File: config.mk
export PLATFORM = sky130hd
export DESIGN_NAME = ac_alarm_device_flat
export DESIGN_NICKNAME = d
export VERILOG_FILES = /design/src/ac_pkg.sv /design/src/ac_link_if.sv /design/src/ac_alarm_device.sv /design/src/flat_wrapper.sv
export VERILOG_INCLUDE_DIRS = /design/src
export SDC_FILE = /design/constraint.sdc
export NUM_CORES = 1
export LEC_CHECK = 0
export BUFFER_PORTS_ARGS = -buffer_cell sky130_fd_sc_hd__buf_2
export CORE_MARGIN = 8
export CORE_UTILIZATION = 39
export CTS_BUF_LIST = sky130_fd_sc_hd__clkbuf_16
export DETAILED_ROUTE_END_ITERATION = 12
export SLEW_MARGIN = 20
export SYNTH_ARGS = -nofsm -noshare
export SYNTH_HDL_FRONTEND = slang
export SYNTH_SLANG_ARGS = --single-unit
File: constraint.sdc
create_clock -name core_clk_in -period 8.6 [get_ports core_clk_in]
set_input_delay 1.72 -clock core_clk_in [delete_from_list [all_inputs] [get_ports core_clk_in]]
set_output_delay 1.72 -clock core_clk_in [all_outputs]
set_load 0.05 [all_outputs]
File: src/ac_alarm_cfg.svh
// Constants of the far-end alarm code controller
`ifndef AC_ALARM_CFG_SVH
`define AC_ALARM_CFG_SVH
// Device register offsets
`define AC_CTRL_OFS 8'h90
`define AC_STAT_OFS 8'h92
// Control fields
`define AC_WA_LSB 0
`define AC_SEL_LSB 6
`define AC_WB_LSB 8
`define AC_IDLE_IE_BIT 14
`define AC_RX_RST_BIT 15
`define AC_CTRL_RST 16'h0000
// Status fields
`define AC_DET_BIT 0
`define AC_IDLE_BIT 1
`define AC_Q_LSB 8
`define AC_EMPTY_BIT 14
`define AC_OVF_BIT 15
// Counts
`define AC_TX_REPS 4'ha
`define AC_RX_HITS 2'h3
`define AC_RX_MISSES 2'h2
`define AC_IDLE_ONES 5'h10
`define AC_Q_DEPTH 3'h4
`define AC_HOST_IDLE_BITS 8'ha0
// Sn source code that routes the alarm channel
`define AC_SN_FROM_ALARM 2'h1
// Controller APB offsets
`define AC_H_CTRL_OFS 12'h000
`define AC_H_CMD_OFS 12'h004
`define AC_H_STAT_OFS 12'h008
`define AC_H_MASK_OFS 12'h00c
`endif

File: src/ac_pkg.sv
// Types and helpers of the far-end alarm code controller
package ac_pkg;
    typedef enum logic [1:0] {AC_SEL_IDLE, AC_SEL_A10, AC_SEL_AB10, AC_SEL_ACONT} ac_sel_t;
    typedef enum logic [2:0] {TX_IDLE, TX_A, TX_AB, TX_B, TX_CONT} ac_tx_t;
    typedef enum logic [2:0] {H_IDLE, H_PARK, H_WAIT, H_WRITE, H_RST_SET, H_RST_CLR,
        H_READ} ac_host_t;

    // Code word, bit 0 goes on the line first
    function automatic logic [15:0] ac_word(input logic [5:0] d);
        ac_word = {1'b0, d, 1'b0, 8'hff};
    endfunction

    // True when a 16-bit window holds a code word
    function automatic logic ac_is_word(input logic [15:0] w);
        ac_is_word = (w[7:0] == 8'hff) && !w[8] && !w[15];
    endfunction
endpackage

File: src/ac_link_if.sv
// Register port between the controller and the alarm code device
`timescale 1ns/1ps
`default_nettype none
interface ac_link_if;
    logic [7:0] reg_addr;
    logic reg_wr;
    logic reg_rd;
    logic [15:0] reg_wdata;
    logic [15:0] reg_rdata;
    logic reg_ack;
    logic master_irq_mask;
    logic alarm_irq;
    modport dev (input reg_addr, reg_wr, reg_rd, reg_wdata, master_irq_mask,
        output reg_rdata, reg_ack, alarm_irq);
    modport ctl (output reg_addr, reg_wr, reg_rd, reg_wdata, master_irq_mask,
        input reg_rdata, reg_ack, alarm_irq);
endinterface
`default_nettype wire

File: src/ac_alarm_device.sv
// Far-end alarm code device: transmitter, detector, queue and registers
//
// Contract
// - T3 needs C-bit parity; E3 may use Sn
// - Receive always on; Sn source host selected (code: receiver off in T3 without C-bit parity)
// - Word: eight ones, zero, six data, zero
// - Each sent word repeats ten times minimum
// - Send all ones when no word sent
// - Bitwise search, validate after three identical
// - Validated word lost after two bad
// - Validation sets detect flag, queues data
// - Receive queue holds four entries
// - Full queue drops word, sets overflow
// - Control bits 0-5 word A, LSB first
// - Control bits 8-13 word B, LSB first
// - Select: ones, 10A, 10A+10B, continuous A
// - Select acts on change; host returns 00
// - Host waits ten words idle first
// - Host changes data only while idle
// - Bit 15 rising edge resets receiver
// - Detect flag latched, clear on read, interrupts
// - Idle flag after sixteen ones, gated
// - Status 8-13 show oldest queue entry
// - Status 14 shows queue empty live
// - Overflow flag rearms only after read
//
// Added by the designer: register access over APB.
`include "ac_alarm_cfg.svh"
`timescale 1ns/1ps
`default_nettype none
module ac_alarm_device import ac_pkg::*; (
    // Clock and reset
    input wire logic core_clk_in,
    input wire logic sys_rst_in,
    // Controller side
    ac_link_if.dev link,
    // Framer mode
    input wire logic t3_mode_in,
    input wire logic cbit_parity_in,
    input wire logic [1:0] sn_source_sel_in,
    // Framer alarm channel
    input wire logic tx_bit_en_in,
    output logic tx_bit_out,
    output logic sn_from_alarm_out,
    input wire logic rx_bit_en_in,
    input wire logic rx_bit_in
);
    typedef struct packed {
        logic [15:0] ctrl;
        logic [1:0] sel_prev;
        logic go;
        logic [1:0] go_sel;
        ac_tx_t tx_st;
        logic [3:0] tx_idx;
        logic [3:0] tx_reps;
        logic tx_bit;
        logic [15:0] rx_sh;
        logic [3:0] rx_phase;
        logic rx_lock;
        logic [5:0] rx_cand;
        logic [1:0] rx_hits;
        logic rx_valid;
        logic [1:0] rx_miss;
        logic [4:0] rx_ones;
        logic rx_seen;
        logic [3:0][5:0] q;
        logic [1:0] q_rd;
        logic [2:0] q_cnt;
        logic ovf_arm;
        logic det;
        logic idle;
        logic ovf;
        logic [15:0] rdata;
        logic ack;
    } ac_dev_state_t;

    ac_dev_state_t s;
    ac_dev_state_t next_s;
    logic on;
    logic take;
    logic [15:0] word;
    logic [15:0] sh;
    logic match;
    logic [1:0] wr_idx;

    ////////////////////////
    // Channel enable and outputs
    assign on = t3_mode_in ? cbit_parity_in : 1'b1;
    assign sn_from_alarm_out = !t3_mode_in && (sn_source_sel_in == `AC_SN_FROM_ALARM);
    assign tx_bit_out = s.tx_bit;
    assign link.reg_rdata = s.rdata;
    assign link.reg_ack = s.ack;
    // Interrupt request from latched flags
    assign link.alarm_irq = link.master_irq_mask &&
        (s.det || (s.idle && s.ctrl[`AC_IDLE_IE_BIT]));
    assign take = (link.reg_wr || link.reg_rd) && !s.ack;

    ////////////////////////
    // Next-state logic
    always_comb begin
        next_s = s;
        word = 16'h0000;
        sh = 16'h0000;
        match = 1'b0;
        wr_idx = 2'h0;
        next_s.ack = take;
        next_s.sel_prev = s.ctrl[`AC_SEL_LSB +: 2];
        // Select acts on a change to non-idle
        if (s.ctrl[`AC_SEL_LSB +: 2] != s.sel_prev && s.ctrl[`AC_SEL_LSB +: 2] != 2'h0) begin
            next_s.go = 1'b1;
            next_s.go_sel = s.ctrl[`AC_SEL_LSB +: 2];
        end
        // Reads, clears and pops before events
        if (take && link.reg_rd) begin
            if (link.reg_addr == `AC_CTRL_OFS) begin
                next_s.rdata = s.ctrl;
            end else if (link.reg_addr == `AC_STAT_OFS) begin
                next_s.rdata = 16'h0000;
                next_s.rdata[`AC_DET_BIT] = s.det;
                next_s.rdata[`AC_IDLE_BIT] = s.idle;
                next_s.rdata[`AC_Q_LSB +: 6] = s.q[s.q_rd];
                next_s.rdata[`AC_EMPTY_BIT] = (s.q_cnt == 3'h0);
                next_s.rdata[`AC_OVF_BIT] = s.ovf;
                next_s.det = 1'b0;
                next_s.idle = 1'b0;
                next_s.ovf = 1'b0;
                if (s.q_cnt != 3'h0) begin
                    next_s.q_rd = s.q_rd + 2'h1;
                    next_s.q_cnt = s.q_cnt - 3'h1;
                    next_s.ovf_arm = 1'b1;
                end
            end else begin
                next_s.rdata = 16'h0000;
            end
        end
        if (take && link.reg_wr && link.reg_addr == `AC_CTRL_OFS) begin
            next_s.ctrl = link.reg_wdata;
        end
        // Transmitter, one bit per opportunity
        if (tx_bit_en_in && on) begin
            if (s.tx_st == TX_IDLE && s.go) begin
                next_s.go = 1'b0;
                next_s.tx_idx = 4'h0;
                next_s.tx_reps = 4'h0;
                unique case (ac_sel_t'(s.go_sel))
                    AC_SEL_A10: next_s.tx_st = TX_A;
                    AC_SEL_AB10: next_s.tx_st = TX_AB;
                    AC_SEL_ACONT: next_s.tx_st = TX_CONT;
                    AC_SEL_IDLE: next_s.tx_st = TX_IDLE;
                endcase
            end
            word = (next_s.tx_st == TX_B) ? ac_word(s.ctrl[`AC_WB_LSB +: 6]) :
                ac_word(s.ctrl[`AC_WA_LSB +: 6]);
            next_s.tx_bit = (next_s.tx_st == TX_IDLE) ? 1'b1 : word[next_s.tx_idx];
            if (next_s.tx_st != TX_IDLE) begin
                next_s.tx_idx = next_s.tx_idx + 4'h1;
                if (next_s.tx_idx == 4'h0) begin
                    if (next_s.tx_reps != `AC_TX_REPS) begin
                        next_s.tx_reps = next_s.tx_reps + 4'h1;
                    end
                    // Sequence ends only after ten full words
                    if (next_s.tx_reps == `AC_TX_REPS) begin
                        unique case (next_s.tx_st)
                            TX_AB: begin
                                next_s.tx_st = TX_B;
                                next_s.tx_reps = 4'h0;
                            end
                            TX_CONT: begin
                                if (s.ctrl[`AC_SEL_LSB +: 2] != AC_SEL_ACONT) begin
                                    next_s.tx_st = TX_IDLE;
                                end
                            end
                            default: next_s.tx_st = TX_IDLE;
                        endcase
                    end
                end
            end
        end
        // Detector, one bit per opportunity
        if (rx_bit_en_in && on) begin
            sh = {rx_bit_in, s.rx_sh[15:1]};
            next_s.rx_sh = sh;
            match = ac_is_word(sh) && (sh[14:9] == s.rx_cand);
            next_s.rx_ones = rx_bit_in ? ((s.rx_ones == `AC_IDLE_ONES) ? s.rx_ones :
                s.rx_ones + 5'h01) : 5'h00;
            if (next_s.rx_ones == `AC_IDLE_ONES && s.rx_ones != `AC_IDLE_ONES && s.rx_seen) begin
                next_s.idle = 1'b1;
                next_s.rx_seen = 1'b0;
            end
            if (!s.rx_lock) begin
                if (ac_is_word(sh)) begin
                    next_s.rx_lock = 1'b1;
                    next_s.rx_phase = 4'h0;
                    next_s.rx_cand = sh[14:9];
                    next_s.rx_hits = 2'h1;
                end
            end else begin
                next_s.rx_phase = s.rx_phase + 4'h1;
                if (s.rx_phase == 4'hf) begin
                    if (s.rx_valid) begin
                        next_s.rx_miss = match ? 2'h0 : s.rx_miss + 2'h1;
                        if (next_s.rx_miss == `AC_RX_MISSES) begin
                            next_s.rx_valid = 1'b0;
                            next_s.rx_lock = 1'b0;
                            next_s.rx_miss = 2'h0;
                        end
                    end else if (match) begin
                        next_s.rx_hits = s.rx_hits + 2'h1;
                        if (next_s.rx_hits == `AC_RX_HITS) begin
                            next_s.rx_valid = 1'b1;
                            next_s.rx_seen = 1'b1;
                            next_s.det = 1'b1;
                            if (next_s.q_cnt == `AC_Q_DEPTH) begin
                                if (s.ovf_arm) begin
                                    next_s.ovf = 1'b1;
                                    next_s.ovf_arm = 1'b0;
                                end
                            end else begin
                                wr_idx = next_s.q_rd + next_s.q_cnt[1:0];
                                next_s.q[wr_idx] = sh[14:9];
                                next_s.q_cnt = next_s.q_cnt + 3'h1;
                            end
                        end
                    end else if (ac_is_word(sh)) begin
                        next_s.rx_cand = sh[14:9];
                        next_s.rx_hits = 2'h1;
                    end else begin
                        next_s.rx_lock = 1'b0;
                    end
                end
            end
        end
        // Rising receive reset bit flushes receiver
        if (take && link.reg_wr && link.reg_addr == `AC_CTRL_OFS &&
            link.reg_wdata[`AC_RX_RST_BIT] && !s.ctrl[`AC_RX_RST_BIT]) begin
            next_s.rx_lock = 1'b0;
            next_s.rx_valid = 1'b0;
            next_s.rx_hits = 2'h0;
            next_s.rx_miss = 2'h0;
            next_s.rx_ones = 5'h00;
            next_s.rx_seen = 1'b0;
            next_s.q_rd = 2'h0;
            next_s.q_cnt = 3'h0;
            next_s.ovf_arm = 1'b1;
            next_s.det = 1'b0;
            next_s.idle = 1'b0;
            next_s.ovf = 1'b0;
        end
    end

    ////////////////////////
    // State register
    always_ff @(posedge core_clk_in) begin
        if (sys_rst_in) begin
            s <= '0;
            s.ctrl <= `AC_CTRL_RST;
            s.tx_bit <= 1'b1;
            s.ovf_arm <= 1'b1;
        end else begin
            s <= next_s;
        end
    end
endmodule
`default_nettype wire

File: src/flat_wrapper.sv
// flat-port wrapper written by rule: the top's interface ports become plain ports
module ac_alarm_device_flat import ac_pkg::*;
  (core_clk_in, sys_rst_in, t3_mode_in, cbit_parity_in, sn_source_sel_in, tx_bit_en_in, tx_bit_out, sn_from_alarm_out, rx_bit_en_in, rx_bit_in, link_reg_addr, link_reg_wr, link_reg_rd, link_reg_wdata, link_master_irq_mask, link_reg_rdata, link_reg_ack, link_alarm_irq);
  ac_link_if link_i ();
  input wire logic core_clk_in;
  input wire logic sys_rst_in;
  input wire logic t3_mode_in;
  input wire logic cbit_parity_in;
  input wire logic [1:0] sn_source_sel_in;
  input wire logic tx_bit_en_in;
  output logic tx_bit_out;
  output logic sn_from_alarm_out;
  input wire logic rx_bit_en_in;
  input wire logic rx_bit_in;
  input wire logic [$bits(link_i.reg_addr)-1:0] link_reg_addr;
  input wire logic [$bits(link_i.reg_wr)-1:0] link_reg_wr;
  input wire logic [$bits(link_i.reg_rd)-1:0] link_reg_rd;
  input wire logic [$bits(link_i.reg_wdata)-1:0] link_reg_wdata;
  input wire logic [$bits(link_i.master_irq_mask)-1:0] link_master_irq_mask;
  output wire logic [$bits(link_i.reg_rdata)-1:0] link_reg_rdata;
  output wire logic [$bits(link_i.reg_ack)-1:0] link_reg_ack;
  output wire logic [$bits(link_i.alarm_irq)-1:0] link_alarm_irq;
  assign link_i.reg_addr = link_reg_addr;
  assign link_i.reg_wr = link_reg_wr;
  assign link_i.reg_rd = link_reg_rd;
  assign link_i.reg_wdata = link_reg_wdata;
  assign link_i.master_irq_mask = link_master_irq_mask;
  assign link_reg_rdata = link_i.reg_rdata;
  assign link_reg_ack = link_i.reg_ack;
  assign link_alarm_irq = link_i.alarm_irq;
  ac_alarm_device u_core (.core_clk_in(core_clk_in), .sys_rst_in(sys_rst_in), .link(link_i), .t3_mode_in(t3_mode_in), .cbit_parity_in(cbit_parity_in), .sn_source_sel_in(sn_source_sel_in), .tx_bit_en_in(tx_bit_en_in), .tx_bit_out(tx_bit_out), .sn_from_alarm_out(sn_from_alarm_out), .rx_bit_en_in(rx_bit_en_in), .rx_bit_in(rx_bit_in));
endmodule
==> impl_results.rst, run 1 <==
.. list-table::
   :header-rows: 1

   * - Metric
     - Value
   * - Outcome
     - completed
   * - Final hold vios
     - 0
   * - Worst skew pair latency
     - 0.42 ns
   * - Pre-CTS worst setup slack
     - 2.87 ns
   * - Average cell area after synthesis
     - 8.33 um^2
   * - Max Freq
     - 199 MHz
   * - Type of the tightest min-delay check
     - reg2reg
   * - Worst path required time
     - 8.89 ns
   * - Total power per unit cell area
     - 166 nW/um^2
   * - Clock sink total
     - 120
   * - Pins over their slew limit
     - 0
   * - CP startpoint
     - link_reg_addr[3]
   * - Total setup buffers inserted after CTS
     - 0
   * - Period utilisation layout
     - 58.3%
   * - Number of detailed-routing iterations run before antenna repair
     - 5
   * - Worst-Margin Slew
     - 0.933 ns
   * - Avg WL per Cell
     - 15.5 um
   * - GRT Overall Usage
     - 15.3%
   * - Antenna violations before repair
     - 0
   * - Synth warnings
     - 0
   * - Post-Synthesis Net Count
     - 872
   * - Number of global-route vias before repair
     - 5458
   * - Distinct cell type count after synthesis
     - 73
   * - Number of synthesized flops with an enable pin
     - 0
   * - Type of element launching the critical path
     - primary input
   * - Total wirelength of the detailed-routed design
     - 16500 um
   * - Worst-path clk slew
     - 0.05 ns
   * - TritonCTS clock tree
     - built
   * - Final Net Count
     - 879
   * - Synth top area share
     - 35.0%
   * - Via-per-instance ratio
     - 5.52
   * - Total number of placement rows
     - 48
   * - Core area
     - 17200 um^2
   * - Layout Skew
     - 0.0132 ns
   * - Drt first-iter violations
     - 390
   * - Final setup slack of the worst path
     - 3.59 ns
   * - Cells after synthesis
     - 825
   * - Cell types with the largest area share after synthesis
     - sky130_fd_sc_hd__dfxtp_1 (35%), sky130_fd_sc_hd__mux2i_1 (7.6%), sky130_fd_sc_hd__nor2_1 (5.4%)
   * - Height of the die
     - 149 um
   * - Die width
     - 149 um
   * - Wire length of the first global-routing pass
     - 27700 um
   * - Hold-fix buffers, CTS
     - 0
   * - DP Wirelength
     - 11100 um
   * - Relative slew margins
     - 37.8%
   * - Critical Path End Type
     - flop
   * - Number of H-tree branching levels
     - 4
   * - Worst flop-to-flop path startpoint
     - u_core.s[21]
   * - Area of the mapped netlist
     - 6870 um^2
   * - RSZ-0062 raised after global routing
     - false
   * - Starting density of the core
     - 39.9%
   * - DRT antenna net count
     - 0
   * - Layout cells sized above 1
     - 14.1%
   * - Async set-or-reset flop fraction in the synthesized netlist
     - 0%
   * - Post-CTS resize count
     - 0
   * - Routability Congestion
     - 0.786
   * - Inserted Clock Buffers
     - 17
   * - Peak ir drop on the vdd network
     - 0.109 mV
   * - Hold_sp
     - u_core.link.reg_rdata[2]
   * - Post-layout min period
     - 5.01 ns
   * - Remaining Overflow, GRT
     - 0
   * - Total via count after detailed routing
     - 5901
   * - Cell taking the most area after synthesis
     - sky130_fd_sc_hd__dfxtp_1
   * - Pin count of the biggest net entering global routing
     - 73
   * - Largest buffer count on any clock path
     - 2
   * - Crit path arrival time
     - 5.30 ns
   * - Root buf cell
     - sky130_fd_sc_hd__clkbuf_16
   * - IO Count
     - 56
   * - Post-detailed-route DRC marker count
     - 0
   * - Number of endpoints failing setup at the final stage
     - 0
   * - Sequential-to-total area share from yosys stat
     - 35.0%
   * - Sum Neg Setup Slack
     - 0 ns
   * - Area Growth Syn to Fin
     - 11.0%
   * - Flop and latch count out of synthesis
     - 120
   * - Total Die Area
     - 22100 um^2
   * - Total leakage power
     - 0.00284 uW
   * - Antenna Cells
     - 0
   * - Min Hold Slack
     - 0.452 ns
   * - Worst setup path class
     - in2reg
   * - Buffers added on ports
     - 55
   * - Critical path fanouts, max
     - 60
   * - Ys flop type
     - sky130_fd_sc_hd__dfxtp_1
   * - Number of maximum-capacitance constraint violations
     - 0
final cells by class:
type	count	area, um^2
tap	225	282
clock buffer	17	425
clock inverter	14	119
timing repair buffer	62	328
inverter	16	60.1
multi-input combinational	615	4010
fill	1675	9610
sequential	120	2400
critical path, stage by stage:
cell and delay [ns]:
sky130_fd_sc_hd__buf_2 0.11, sky130_fd_sc_hd__nor4b_4 0.42, sky130_fd_sc_hd__nand4_2 0.29, sky130_fd_sc_hd__xnor2_1 0.27, sky130_fd_sc_hd__inv_1 0.11, sky130_fd_sc_hd__ha_1 0.22
sky130_fd_sc_hd__or2_2 0.30, sky130_fd_sc_hd__a211oi_4 0.73, sky130_fd_sc_hd__or2_4 0.69, sky130_fd_sc_hd__mux2i_1 0.28, sky130_fd_sc_hd__o2111ai_1 0.12
power breakdown:
part	switching [uW]	internal (uW)	total [uW]
Combinational	30.4	15.5	45.9
Clock	244	415	659
Sequential	1.89	558	560
Total	276	988	1260
cell families (layout without fill, tap and decap cells):
| family | count (synthesis) | count (layout) | synth area share [%] |
|---|---|---|---|
| flip-flops | 120 | 120 | 35.0 |
| buffers and inverters | 90 | 109 | 6.83 |
| adder cells (fa/ha/maj) | 11 | 11 | 2.00 |
| XOR/XNOR | 14 | 14 | 1.79 |
| multiplexers | 60 | 60 | 9.96 |
| AO/OA/AOI/OAI | 155 | 155 | 15.3 |
| AND/OR/NAND/NOR | 375 | 375 | 29.1 |
cell usage after synthesis, types with 6 or more instances:
| cell type | count |
|---|---|
| sky130_fd_sc_hd__nor2b_1 | 15 |
| sky130_fd_sc_hd__nand2_1 | 92 |
| sky130_fd_sc_hd__nor2_1 | 99 |
| sky130_fd_sc_hd__nor4_1 | 13 |
| sky130_fd_sc_hd__buf_4 | 21 |
| sky130_fd_sc_hd__nor3_1 | 17 |
| sky130_fd_sc_hd__mux4_2 | 6 |
| sky130_fd_sc_hd__buf_2 | 18 |
| sky130_fd_sc_hd__dfxtp_1 | 120 |
| sky130_fd_sc_hd__xnor2_1 | 7 |
| sky130_fd_sc_hd__nand3_1 | 19 |
| sky130_fd_sc_hd__a21oi_1 | 61 |
| sky130_fd_sc_hd__nand2b_1 | 34 |
| sky130_fd_sc_hd__nand4_1 | 30 |
| sky130_fd_sc_hd__nor4b_1 | 7 |
| sky130_fd_sc_hd__o2111ai_1 | 24 |
| sky130_fd_sc_hd__mux2i_1 | 52 |
| sky130_fd_sc_hd__buf_1 | 6 |
| sky130_fd_sc_hd__o21ai_0 | 24 |
| sky130_fd_sc_hd__clkbuf_1 | 25 |
| sky130_fd_sc_hd__ha_1 | 11 |
| sky130_fd_sc_hd__xor2_1 | 7 |
| sky130_fd_sc_hd__inv_1 | 16 |
| sky130_fd_sc_hd__nand4b_1 | 12 |
metrics by stage:
step                power (uW)  util, %  cell area (um^2)  std cells
floorplan                  599        -              6870        825
global placement           617     41.0              7080       1038
detailed placement         617     41.0              7080       1038
CTS                       1280     44.2              7620       1069
global route              1310     44.2              7620       1069
finish                    1260     44.2              7620       1069
cell usage in the layout, fill, tap and decap left out, types with 4 or more instances in the layout:
master                      count
sky130_fd_sc_hd__a211oi_1       4
sky130_fd_sc_hd__a21o_1         5
sky130_fd_sc_hd__a21oi_1       61
sky130_fd_sc_hd__a22oi_1        5
sky130_fd_sc_hd__and2_1         5
sky130_fd_sc_hd__buf_2         55
sky130_fd_sc_hd__buf_4          7
sky130_fd_sc_hd__clkbuf_16     17
sky130_fd_sc_hd__clkinv_2       5
sky130_fd_sc_hd__dfxtp_1      120
sky130_fd_sc_hd__ha_1          11
sky130_fd_sc_hd__inv_1         19
sky130_fd_sc_hd__mux2i_1       52
sky130_fd_sc_hd__mux4_2         6
sky130_fd_sc_hd__nand2_1       92
sky130_fd_sc_hd__nand2b_1      34
sky130_fd_sc_hd__nand3_1       19
sky130_fd_sc_hd__nand3b_1       5
sky130_fd_sc_hd__nand4_1       30
sky130_fd_sc_hd__nand4b_1      12
sky130_fd_sc_hd__nor2_1        99
sky130_fd_sc_hd__nor2b_1       15
sky130_fd_sc_hd__nor3_1        17
sky130_fd_sc_hd__nor4_1        13
sky130_fd_sc_hd__nor4b_1        6
sky130_fd_sc_hd__o2111ai_1     24
sky130_fd_sc_hd__o21ai_0       24
sky130_fd_sc_hd__xnor2_1        7
sky130_fd_sc_hd__xor2_1         7
path summary, 6_finish.rpt:
check	endpoint	slack [ns]	depth (start not counted)
worst max-delay path	flop	3.59	11
worst min-delay path	u_core.link.reg_rdata[2]	0.45	2
worst max register to register	flop	4.61	12
worst min register to register	u_core.link.reg_rdata[2]	0.45	2
per-layer routing:
| metal | global-route usage, % | vias to the layer above | part of all wire (%) |
|---|---|---|---|
| met1 | 19.5 | 2787 | 48 |
| met5 | 0 | - | 0 |
| met4 | 5.05 | 0 | 1.1 |
| met2 | 24.7 | 127 | 47 |
| li1 | - | 2976 | - |
| met3 | 3.77 | 11 | 4.5 |
Note: power is estimated with default switching activity, not from simulation.
==> inputs of run 2 (changes only) <==
==> constraint.sdc (replaced) <==
create_clock -name core_clk_in -period 4.15 [get_ports core_clk_in]
set_input_delay 0.83 -clock core_clk_in [delete_from_list [all_inputs] [get_ports core_clk_in]]
set_output_delay 0.83 -clock core_clk_in [all_outputs]
set_load 0.05 [all_outputs]
==> run 2 against run 1 <==
- sequential power up 110%
- worst setup slack worse by 3.0 ns
- non-clock buffer count up 7
- register-to-register slack worse by 3.8 ns
- critical path depth up 1
- worst hold slack better by 0.0014 ns
- sequential share of layout area down 0.71 points
- combinational power up 110%
- flip-flop and latch count unchanged
- wire length up 0.37%
- power up 130%
- critical path type unchanged
- highest routed layer unchanged
==> impl_results.rst, run 2 (same netlist as run 1, synthesis figures left out) <==
.. list-table::
   :header-rows: 1

   * - Metric
     - Value
   * - Max Freq
     - 284 MHz
   * - Most frequent standard cell in the layout excluding fill and tap cells
     - sky130_fd_sc_hd__dfxtp_1
   * - Total Die Area
     - 22100 um^2
   * - Number of global-route vias before repair
     - 5525
   * - Type of element launching the critical path
     - primary input
   * - Peak ir drop on the vdd network
     - 0.244 mV
   * - Net switching power
     - 598 uW
   * - Total leakage power
     - 0.00291 uW
   * - Most used cells in the layout excluding fill and tap cells
     - sky130_fd_sc_hd__dfxtp_1 (120), sky130_fd_sc_hd__nor2_1 (99), sky130_fd_sc_hd__nand2_1 (92), sky130_fd_sc_hd__a21oi_1 (61), sky130_fd_sc_hd__buf_2 (55)
   * - Post-layout min period
     - 3.53 ns
   * - Pin count of the biggest net entering global routing
     - 55
   * - Cell type of the slowest stage on the worst timing path
     - sky130_fd_sc_hd__nor4b_4
   * - Number of maximum-capacitance constraint violations
     - 0
   * - Area of the multi-input gates
     - 4000 um^2
   * - Total design power
     - 2900 uW
   * - Switching power share of the total
     - 20.6%
   * - Critical path fanouts, max
     - 45
   * - Remaining Overflow, GRT
     - 0
   * - Core area
     - 17200 um^2
   * - Total power per unit cell area
     - 372 nW/um^2
   * - Avg WL per Cell
     - 15.4 um
   * - Crit path arrival time
     - 3.80 ns
   * - Starting density of the core
     - 39.9%
   * - Cell-by-cell listing of the critical path
     - buf_2 > nor4b_4 > nand4_2 > xnor2_1 > inv_1 > ha_1 > or2_2 > a211oi_4 > or2_2 > buf_12 > mux2i_1 > o2111ai_1
   * - Type of the tightest min-delay check
     - reg2reg
   * - Wire length of the first global-routing pass
     - 27600 um
   * - Area taken by flip-flops and latches
     - 2400 um^2
   * - DP Wirelength
     - 11200 um
   * - DRT antenna net count
     - 0
   * - Antenna violations before repair
     - 0
   * - Total setup buffers inserted after CTS
     - 0
   * - IO Count
     - 56
   * - Sum Neg Setup Slack
     - 0 ns
   * - Final Net Count
     - 886
   * - Via-per-instance ratio
     - 5.48
   * - TritonCTS clock tree
     - built
   * - Crit-path max cell delay
     - 0.42 ns
   * - Critical Path End Type
     - flop
   * - Number of detailed-routing iterations run before antenna repair
     - 5
   * - Final hold vios
     - 0
   * - Area Growth Syn to Fin
     - 13.5%
   * - Combinational power share
     - 3.4%
   * - Cell internal pwr
     - 2310 uW
   * - Worst path required time
     - 4.43 ns
   * - Inserted Clock Buffers
     - 17
   * - Number of endpoints failing setup at the final stage
     - 0
   * - Layout Skew
     - 0.00580 ns
   * - Fraction of power consumed by sequential logic
     - 39.9%
   * - GRT Overall Usage
     - 15.4%
   * - Total number of placement rows
     - 48
   * - Worst-Margin Slew
     - 0.855 ns
   * - Worst setup path class
     - in2reg
   * - Routability Congestion
     - 0.789
   * - Pins over their slew limit
     - 0
   * - Worst-path clk slew
     - 0.06 ns
   * - Number of H-tree branching levels
     - 4
   * - Clock network power share
     - 56.7%
   * - Total via count after detailed routing
     - 5899
   * - RSZ-0062 raised after global routing
     - false
   * - Height of the die
     - 149 um
   * - Hold-fix buffers, CTS
     - 0
   * - Final cell utilization of the core
     - 45.2%
   * - Post-CTS resize count
     - 0
   * - Die width
     - 149 um
   * - Drt first-iter violations
     - 397
   * - Root buf cell
     - sky130_fd_sc_hd__clkbuf_16
   * - Layout cells sized above 1
     - 15.0%
   * - Antenna Cells
     - 0
   * - Relative slew margins
     - 43.0%
   * - Largest buffer count on any clock path
     - 2
   * - Clock sink total
     - 120
   * - Filler instances
     - 1687
   * - Post-detailed-route DRC marker count
     - 0
   * - Period utilisation layout
     - 85.0%
   * - Most frequent cell on the critical path
     - sky130_fd_sc_hd__or2_2
   * - Buffers added on ports
     - 55
   * - Worst skew pair latency
     - 0.41 ns
   * - Outcome
     - completed
   * - Total wirelength of the detailed-routed design
     - 16600 um
==> run 2: cell types whose count changed in the layout (fill, tap and decap cells not counted) <==
cell                         change
sky130_fd_sc_hd__clkinv_2        -4
sky130_fd_sc_hd__or2_4           -1
sky130_fd_sc_hd__or2_2           +1
sky130_fd_sc_hd__buf_4           +6
sky130_fd_sc_hd__clkinv_4        +1
sky130_fd_sc_hd__inv_1           -3
sky130_fd_sc_hd__clkinv_1        +2
sky130_fd_sc_hd__clkinvlp_4      +1
sky130_fd_sc_hd__buf_12          +1
sky130_fd_sc_hd__bufinv_16       +4
==> run 2: power groups by stage <==
stage	Combinational, uW	Sequential, uW	Clock (uW)
floorplan	55.7	1190	0
global placement	99.5	1180	0
detailed placement	98.7	1180	0
CTS	99.2	1160	1680
global route	107	1160	1730
finish	98.3	1160	1650
==> run 2: worst paths after layout <==
check	end	depth (start not counted)	start	slack, ns
max	flop	12	link_reg_addr[3]	0.62
min	u_core.link.reg_rdata[7]	2	u_core.link.reg_rdata[7]	0.45
max reg2reg	flop	13	u_core.s[21]	0.79
min reg2reg	u_core.link.reg_rdata[7]	2	u_core.link.reg_rdata[7]	0.45
==> run 2: per-layer routing <==
metal  GRT usage (%)  routed length, um  vias to the layer above
li1                -                  -                     2983
met1            19.5               7900                     2781
met2            25.0               7710                      122
met3            3.71                782                       13
met4            5.30                205                        0
met5               0                  0                        -
==> run 2: critical path, delay by kind of cell <==
family                   cells  cell delay, ns
adder cells (fa/ha/maj)      1            0.23
AND/OR/NAND/NOR              4            1.39
multiplexers                 1            0.23
AO/OA/AOI/OAI                2            0.35
XOR/XNOR                     1            0.27
buffers and inverters        3            0.49
==> run 2: per-stage QoR <==
stage | worst slack, ns | area (um^2) | hold WS, ns | instances
final | 0.624 | 7800 | 0.453 | 1077
after global routing | 0.461 | 7800 | 0.472 | 1077
after CTS | 0.646 | 7800 | 0.453 | 1077
after detailed placement | 0.237 | 7140 | 0.446 | 1045
after global placement | 0.291 | 7140 | 0.442 | 1045
after floorplan | 0.645 | 6870 | 0.425 | 825
==> run 2: layout make-up <==
| type | instances | share of cell area [%] |
|---|---|---|
| tap | 225 | 3.61 |
| sequential | 120 | 30.8 |
| multi-input combinational | 615 | 51.3 |
| timing repair buffer | 69 | 5.04 |
| clock inverter | 15 | 2.97 |
| clock buffer | 17 | 5.46 |
| inverter | 16 | 0.770 |
